File: src/rtl/adsq_pkg.sv
// Package for the converter sequencer: constants, states and carriers
package adsq_pkg;
  localparam int unsigned RES_W      = 8;
  localparam int unsigned CHAN_N     = 8;
  localparam int unsigned CHAN_W     = 3;
  localparam int unsigned SAMPLE_CYC = 4;
  localparam int unsigned BIT_CYC    = 3;
  localparam logic [RES_W-1:0]  RESULT_RST = 8'h00;
  localparam logic [CHAN_W-1:0] CHAN_RST   = 3'h0;
  localparam logic [RES_W-1:0]  TRIAL_MSB  = 8'h80;

  typedef enum logic [1:0] {
    ADSQ_IDLE   = 2'b00,
    ADSQ_SAMPLE = 2'b01,
    ADSQ_SAR    = 2'b10
  } adsq_state_e;

  typedef struct packed {
    logic              enable;
    logic              sw_start;
    logic [CHAN_W-1:0] channel;
  } adsq_mode_s;
endpackage : adsq_pkg

File: src/rtl/adsq_sync.sv
// Two-flop synchroniser for pin inputs
`timescale 1ns/1ps
`default_nettype none
module adsq_sync #(
  parameter int unsigned W = 1
) (
  input  wire logic         clk_in,
  input  wire logic         rst_in,
  input  wire logic         ce_in,
  input  wire logic [W-1:0] d_in,
  output logic      [W-1:0] q_out
);
  logic [W-1:0] meta_r;
  logic [W-1:0] meta_nxt;
  logic [W-1:0] q_r;
  logic [W-1:0] q_nxt;

  always_comb begin
    meta_nxt = ce_in ? d_in : meta_r;
    q_nxt    = ce_in ? meta_r : q_r;
  end

  always_ff @(posedge clk_in or posedge rst_in) begin
    if (rst_in) begin
      meta_r <= '0;
      q_r    <= '0;
    end else begin
      meta_r <= meta_nxt;
      q_r    <= q_nxt;
    end
  end

  assign q_out = q_r;
endmodule : adsq_sync
`default_nettype wire

File: src/rtl/adsq_ctrl.sv
// Successive-approximation converter sequencer with hardware and software start
`timescale 1ns/1ps
`default_nettype none
module adsq_ctrl
  import adsq_pkg::*;
(
  input  wire logic                           clk_in,
  input  wire logic                           rst_in,
  input  wire logic                           ce_in,
  input  wire adsq_pkg::adsq_mode_s           mode_in,
  input  wire logic                           mode_wr_in,
  input  wire logic                           start_trigger_pin_in,
  input  wire logic                           cmp_in,
  output logic [adsq_pkg::CHAN_W-1:0]         chan_sel_out,
  output logic                                sample_out,
  output logic [adsq_pkg::RES_W-1:0]          dac_code_out,
  output logic [adsq_pkg::RES_W-1:0]          conversion_result_reg_out,
  output logic                                conversion_done_irq_out,
  output logic                                busy_out
);
  import adsq_pkg::*;

  logic [1:0]  pins_sync;
  logic        trig_s;
  logic        cmp_s;
  logic        trig_d_r;
  logic        trig_d_nxt;

  // Comparator is treated as asynchronous to the clock
  adsq_sync #(.W(2)) u_sync (
    .clk_in (clk_in),
    .rst_in (rst_in),
    .ce_in  (ce_in),
    .d_in   ({start_trigger_pin_in, cmp_in}),
    .q_out  (pins_sync)
  );
  assign trig_s = pins_sync[1];
  assign cmp_s  = pins_sync[0];

  adsq_mode_s        mode_r;
  adsq_mode_s        mode_nxt;
  adsq_state_e       st_r;
  adsq_state_e       st_nxt;
  logic [RES_W-1:0]  trial_r;
  logic [RES_W-1:0]  trial_nxt;
  logic [RES_W-1:0]  bit_r;
  logic [RES_W-1:0]  bit_nxt;
  logic [2:0]        cnt_r;
  logic [2:0]        cnt_nxt;
  logic [RES_W-1:0]  result_r;
  logic [RES_W-1:0]  result_nxt;
  logic              irq_r;
  logic              irq_nxt;
  logic              repeat_r;
  logic              repeat_nxt;
  logic              hw_edge;
  logic              sw_go;
  logic              hw_go;
  logic              abort;
  logic              conv_done;
  logic              conv_start;
  logic [CHAN_W-1:0] chan_r;
  logic [CHAN_W-1:0] chan_nxt;
  logic [RES_W-1:0]  settled;

  assign hw_edge = trig_s & ~trig_d_r;
  assign sw_go   = mode_wr_in & mode_in.enable & mode_in.sw_start;
  assign hw_go   = mode_r.enable & ~mode_r.sw_start & hw_edge;
  // A write that clears enable beats any start in the same cycle
  assign abort   = mode_wr_in & ~mode_in.enable;
  // Comparator high means input at or above the trial, so the bit stays
  // Comparator low drops the bit under test
  assign settled = cmp_s ? trial_r : (trial_r & ~bit_r);

  // Converter mode register, written whole by one strobe
  always_comb begin
    mode_nxt = mode_wr_in ? mode_in : mode_r;
  end

  always_ff @(posedge clk_in or posedge rst_in) begin
    if (rst_in) begin
      mode_r <= '{enable: 1'b0, sw_start: 1'b0, channel: CHAN_RST};
    end else if (ce_in) begin
      mode_r <= mode_nxt;
    end
  end

  // Trigger edge detect; pin idles low, so no false edge after reset
  always_comb begin
    trig_d_nxt = trig_s;
  end

  always_ff @(posedge clk_in or posedge rst_in) begin
    if (rst_in) begin
      trig_d_r <= 1'b0;
    end else if (ce_in) begin
      trig_d_r <= trig_d_nxt;
    end
  end

  // Sequencer: sampling phase, then one trial per bit, MSB first
  always_comb begin
    st_nxt     = st_r;
    trial_nxt  = trial_r;
    bit_nxt    = bit_r;
    cnt_nxt    = cnt_r;
    repeat_nxt = repeat_r;
    conv_done  = 1'b0;
    conv_start = 1'b0;
    case (st_r)
      ADSQ_IDLE: begin
        if (sw_go) begin
          st_nxt     = ADSQ_SAMPLE;
          repeat_nxt = 1'b1;
          cnt_nxt    = '0;
          conv_start = 1'b1;
        end else if (hw_go) begin
          st_nxt     = ADSQ_SAMPLE;
          repeat_nxt = 1'b0;
          cnt_nxt    = '0;
          conv_start = 1'b1;
        end
      end
      ADSQ_SAMPLE: begin
        if (cnt_r == 3'(SAMPLE_CYC - 1)) begin
          st_nxt    = ADSQ_SAR;
          trial_nxt = TRIAL_MSB;
          bit_nxt   = TRIAL_MSB;
          cnt_nxt   = '0;
        end else begin
          cnt_nxt = cnt_r + 3'h1;
        end
      end
      ADSQ_SAR: begin
        // Three cycles per bit so the synchronised comparator sees the new code
        if (cnt_r == 3'(BIT_CYC - 1)) begin
          cnt_nxt   = '0;
          bit_nxt   = bit_r >> 1;
          if (bit_r[0]) begin
            conv_done = 1'b1;
            trial_nxt = '0;
            if (repeat_r && mode_r.enable && mode_r.sw_start) begin
              st_nxt     = ADSQ_SAMPLE;
              conv_start = 1'b1;
            end else begin
              st_nxt = ADSQ_IDLE;
            end
          end else begin
            trial_nxt = settled | (bit_r >> 1);
          end
        end else begin
          cnt_nxt = cnt_r + 3'h1;
        end
      end
      default: st_nxt = ADSQ_IDLE;
    endcase
    // Clearing enable aborts; result keeps the last complete value
    if (abort) begin
      st_nxt     = ADSQ_IDLE;
      trial_nxt  = '0;
      conv_start = 1'b0;
    end
  end

  always_ff @(posedge clk_in or posedge rst_in) begin
    if (rst_in) begin
      st_r     <= ADSQ_IDLE;
      trial_r  <= '0;
      bit_r    <= '0;
      cnt_r    <= '0;
      repeat_r <= 1'b0;
    end else if (ce_in) begin
      st_r     <= st_nxt;
      trial_r  <= trial_nxt;
      bit_r    <= bit_nxt;
      cnt_r    <= cnt_nxt;
      repeat_r <= repeat_nxt;
    end
  end

  // Channel held for the whole conversion; a write mid-way waits for the next start
  always_comb begin
    chan_nxt = chan_r;
    if (conv_start) begin
      chan_nxt = mode_nxt.channel;
    end
  end

  always_ff @(posedge clk_in or posedge rst_in) begin
    if (rst_in) begin
      chan_r <= CHAN_RST;
    end else if (ce_in) begin
      chan_r <= chan_nxt;
    end
  end

  // Result and completion pulse land on the same edge
  // Hardware starts give no pulse; only software repeats ask for service
  always_comb begin
    result_nxt = conv_done ? settled : result_r;
    irq_nxt    = conv_done & repeat_r;
  end

  always_ff @(posedge clk_in or posedge rst_in) begin
    if (rst_in) begin
      result_r <= RESULT_RST;
      irq_r    <= 1'b0;
    end else if (ce_in) begin
      result_r <= result_nxt;
      irq_r    <= irq_nxt;
    end
  end

  assign chan_sel_out              = chan_r;
  assign sample_out                = (st_r == ADSQ_SAMPLE);
  assign dac_code_out              = trial_r;
  assign conversion_result_reg_out = result_r;
  assign conversion_done_irq_out   = irq_r;
  assign busy_out                  = (st_r != ADSQ_IDLE);
endmodule : adsq_ctrl
`default_nettype wire

File: config.mk
export PLATFORM = sky130hd
export DESIGN_NAME = adsq_ctrl
export DESIGN_NICKNAME = d
export VERILOG_FILES = /design/src/rtl/adsq_pkg.sv /design/src/rtl/adsq_sync.sv /design/src/rtl/adsq_ctrl.sv
export SDC_FILE = /design/constraint.sdc
export NUM_CORES = 1
export LEC_CHECK = 0
export BUFFER_PORTS_ARGS = -buffer_cell sky130_fd_sc_hd__clkbuf_2
export CAP_MARGIN = 20
export CELL_PAD_IN_SITES_DETAIL_PLACEMENT = 2
export CELL_PAD_IN_SITES_GLOBAL_PLACEMENT = 2
export CORE_ASPECT_RATIO = 1.5
export CORE_MARGIN = 3
export CORE_UTILIZATION = 39
export DETAILED_ROUTE_END_ITERATION = 16
export GPL_TIMING_DRIVEN = 0
export HOLD_SLACK_MARGIN = 0.12
export PLACE_DENSITY_LB_ADDON = 0.1
export SYNTH_ARGS = -nofsm -noshare
export SYNTH_HDL_FRONTEND = slang
export SYNTH_SLANG_ARGS = --single-unit
File: constraint.sdc
create_clock -name clk_in -period 3.27 [get_ports clk_in]
set_input_delay 0.327 -clock clk_in [delete_from_list [all_inputs] [get_ports clk_in]]
set_output_delay 0.327 -clock clk_in [all_outputs]
set_load 0.005 [all_outputs]
==> results.yml <==
yosys:
  yosysWarnings: 0
  yosys_register_bits: 44
  synth_nets: 215
  syn_avg_cell_area_um2: 10.9
  yosys.cell_types.count: 36
  netlist_instances: 195
  ys_seq_area_share_pct: 51.8
  synth_area_um2: 2120
sta:
  post-route-period-util_pct: 63.6
  hold_viol_final: 0
  min_period_ps: 2080
  setup_tns_ps: 0
  setup_slack_ps: 1190
  slew_headroom_pct: 37.3
  fin_skew_ps: 12.1
  rsz0062_at_grt: "no"
  setup_violations: 0
  maxSlewViolCount: 0
  fmax_mhz: 481
  tightest_slew_ps: 939
clocking:
  cts_resized: 0
  post_cts_buffers: 0
  worstSkewPairLatency_ps: 300
  root_buffer: "clkbuf_8"
  numCtsBuffers: 5
  hold_buffers: 0
  cts.sinks: 44
  clock_path_buffers: 2
  h-tree-depth: 2
  cts_tree: "built"
  clk_pin_slew_ps: 90
global_route:
  met3_usage_pct: 3.13
  grt_max_degree: 45
  antenna_found_initial: 0
  grt_pass1_wl_um: 9410
  use_met1_pct: 20.4
  busiest_layer: "met2"
  grt_util_all_layers_pct: 19.7
  overflow: 0
  grt_use_met2_pct: 39.1
  grt_pass1_vias: 1850
power:
  p_switching_w: 0.000513
  seqPwrFrac_pct: 44.5
  p_clk_share_pct: 28.4
  power.density_nw_per_um2: 629
  power_leakage_nw: 1.15
  p_sw_share_pct: 32.8
  combPwrFrac_pct: 27.1
  internal_power_w: 0.00105
  peakVddDrop_mv: 0.353
route:
  dr_total_vias: 1660
  wl_um: 5760
  ant_nets: 0
  firstDrtPassIters: 4
  post_drt_wl_per_cell_um: 19.1
  drc: 0
  via_per_inst: 5.50
  drtIter0Drc: 93
placement:
  dp_hpwl_um: 4420
  place_ws_ps: 1200
  gp_congestion: 0.828
  io_buffer_count: 31
cells_and_area:
  layout.nets: 253
  layout_common_cells: "44 x dfrtp_1, 31 x clkbuf_2, 22 x o21ai_0"
  drive_gt1_share_pct: 28.2
  final_common_cell: "dfrtp_1"
  area_growth_pct: 17.0
  num_antenna_cells: 0
critical_path:
  r2r-start: "st_r[0]$_DFFE_PP0P_"
  path_class: "reg -> reg"
  crit_path_start_kind: "flip-flop"
  worstPathArrival_ps: 2260
  r2r_end: "chan_sel_out[1]$_DFFE_PP0P_"
  endpoint_kind: "flip-flop"
  path_max_fanout: 9
  crit_required_ps: 3450
  r2r_slack_ps: 1190
  ff2ff_path_depth: 8
floorplanning:
  fp.dieH_um: 96.4
  dieArea_um2: 6390
  io_pins: 33
  die_width_um: 66.3
  rows: 32
  design.core.area_um2: 5200
  start_util_pct: 40.8
run_status:
  outcome: "completed"
run:
  maxCapViolCount: 0
min_path:
  hold_class: "in -> async"
-- per-layer routing --
metal  routed length (um)  share of wire [%]
met2                 3410                 59
met3                  151                2.6
met4                  126                2.2
met5                    0                  0
met1                 2070                 36
-- critical path, cell delays in order, from the launching register on --
cell     delay (ps)
dfrtp_1         430
inv_1           130
ha_1            160
buf_4           160
inv_2            50
or3_1           350
buf_6           150
o21ai_4         200
mux2_4          320
-- final cells by class --
cell class / count / area (um^2)
Inverter: 21 / 78.8
Tap cell: 68 / 85.1
Sequential cell: 44 / 1100
Multi-Input combinational cell: 122 / 897
Timing Repair Buffer: 31 / 155
Fill cell: 567 / 2720
Clock inverter: 2 / 38.8
Buffer: 8 / 47.5
Clock buffer: 6 / 82.6
-- flip-flops by register name, summed over array words and instances (netlist names) --
| register | flops |
|---|---|
| chan_sel_out | 3 |
| cnt_r | 3 |
| u_sync.q_out | 2 |
| dac_code_out | 8 |
| repeat_r | 1 |
| st_r | 2 |
| trig_d_r | 1 |
| conversion_done_irq_out | 1 |
| bit_r | 8 |
| conversion_result_reg_out | 8 |
| mode_r | 5 |
| u_sync.meta_r | 2 |
-- worst max-delay path by stage --
stage	start	endpoint	slack (ps)
6_report	st_r[0]$_DFFE_PP0P_	chan_sel_out[1]$_DFFE_PP0P_	1190
3_3_place_gp	st_r[0]$_DFFE_PP0P_	chan_sel_out[2]$_DFFE_PP0P_	1260
2_1_floorplan	st_r[0]$_DFFE_PP0P_	chan_sel_out[0]$_DFFE_PP0P_	1370
4_1_cts	st_r[0]$_DFFE_PP0P_	chan_sel_out[1]$_DFFE_PP0P_	1170
5_1_grt	st_r[0]$_DFFE_PP0P_	bit_r[2]$_DFFE_PP0P_	1020
3_5_place_dp	st_r[0]$_DFFE_PP0P_	chan_sel_out[1]$_DFFE_PP0P_	1200
-- cell families (layout without fill, tap and decap cells) --
logic type / Yosys count / after routing / share of synthesized area (%)
muxes: 17 / 17 / 9.48
AOI/OAI and AO/OA: 51 / 51 / 17.5
adders and majority gates: 9 / 9 / 5.30
DFF: 44 / 44 / 51.8
buffers and inverters: 29 / 68 / 5.95
and+or+nand+nor: 45 / 45 / 9.95
-- power groups by stage --
stage               Sequential [W]  Clock [W]  Combinational [W]
global route              0.000708   0.000472           0.000479
CTS                       0.000698   0.000456           0.000434
detailed placement        0.000706          0           0.000426
global placement          0.000696          0           0.000401
finish                    0.000696   0.000445           0.000424
floorplan                 0.000686          0           0.000282
-- per-stage QoR --
stage / instance area [um^2] / hold slack (ps) / total power (W) / cells / utilization [%]
floorplan: 2120 / 471 / 0.000969 / 195 / -
global placement: 2360 / 464 / 0.00110 / 294 / 45.4
finish: 2490 / 207 / 0.00156 / 302 / 47.8
global route: 2490 / 261 / 0.00166 / 302 / 47.8
detailed placement: 2360 / 482 / 0.00113 / 294 / 45.4
CTS: 2490 / 243 / 0.00159 / 302 / 47.8
-- Yosys cell counts (all sizes together) --
| cell | n | share of area, % |
|---|---|---|
| a211o | 1 | 0.41 |
| a221o | 7 | 3.3 |
| a31oi | 1 | 0.29 |
| a32o | 1 | 0.47 |
| a41oi | 1 | 0.41 |
| and4 | 1 | 0.41 |
| buf | 7 | 2.1 |
| clkbuf | 1 | 0.18 |
| dfrtp | 44 | 52 |
| ha | 9 | 5.3 |
| inv | 21 | 3.7 |
| mux2 | 16 | 9.0 |
| mux2i | 1 | 0.47 |
| nand2 | 20 | 3.5 |
| nand2b | 2 | 0.59 |
| nand3 | 5 | 1.2 |
| nand3b | 1 | 0.35 |
| nand4 | 3 | 0.88 |
| nand4bb | 1 | 0.53 |
| nor2 | 9 | 1.6 |
| nor2b | 2 | 0.59 |
| o2111a | 1 | 0.53 |
| o2111ai | 1 | 0.71 |
| o211a | 1 | 0.47 |
| o21a | 2 | 0.71 |
| o21ai | 23 | 5.9 |
| o22ai | 2 | 0.59 |
| o2bb2ai | 1 | 0.41 |
| o31ai | 8 | 2.8 |
| o32ai | 1 | 0.41 |
| or3 | 1 | 0.29 |
(Power assumes the default switching activity.)
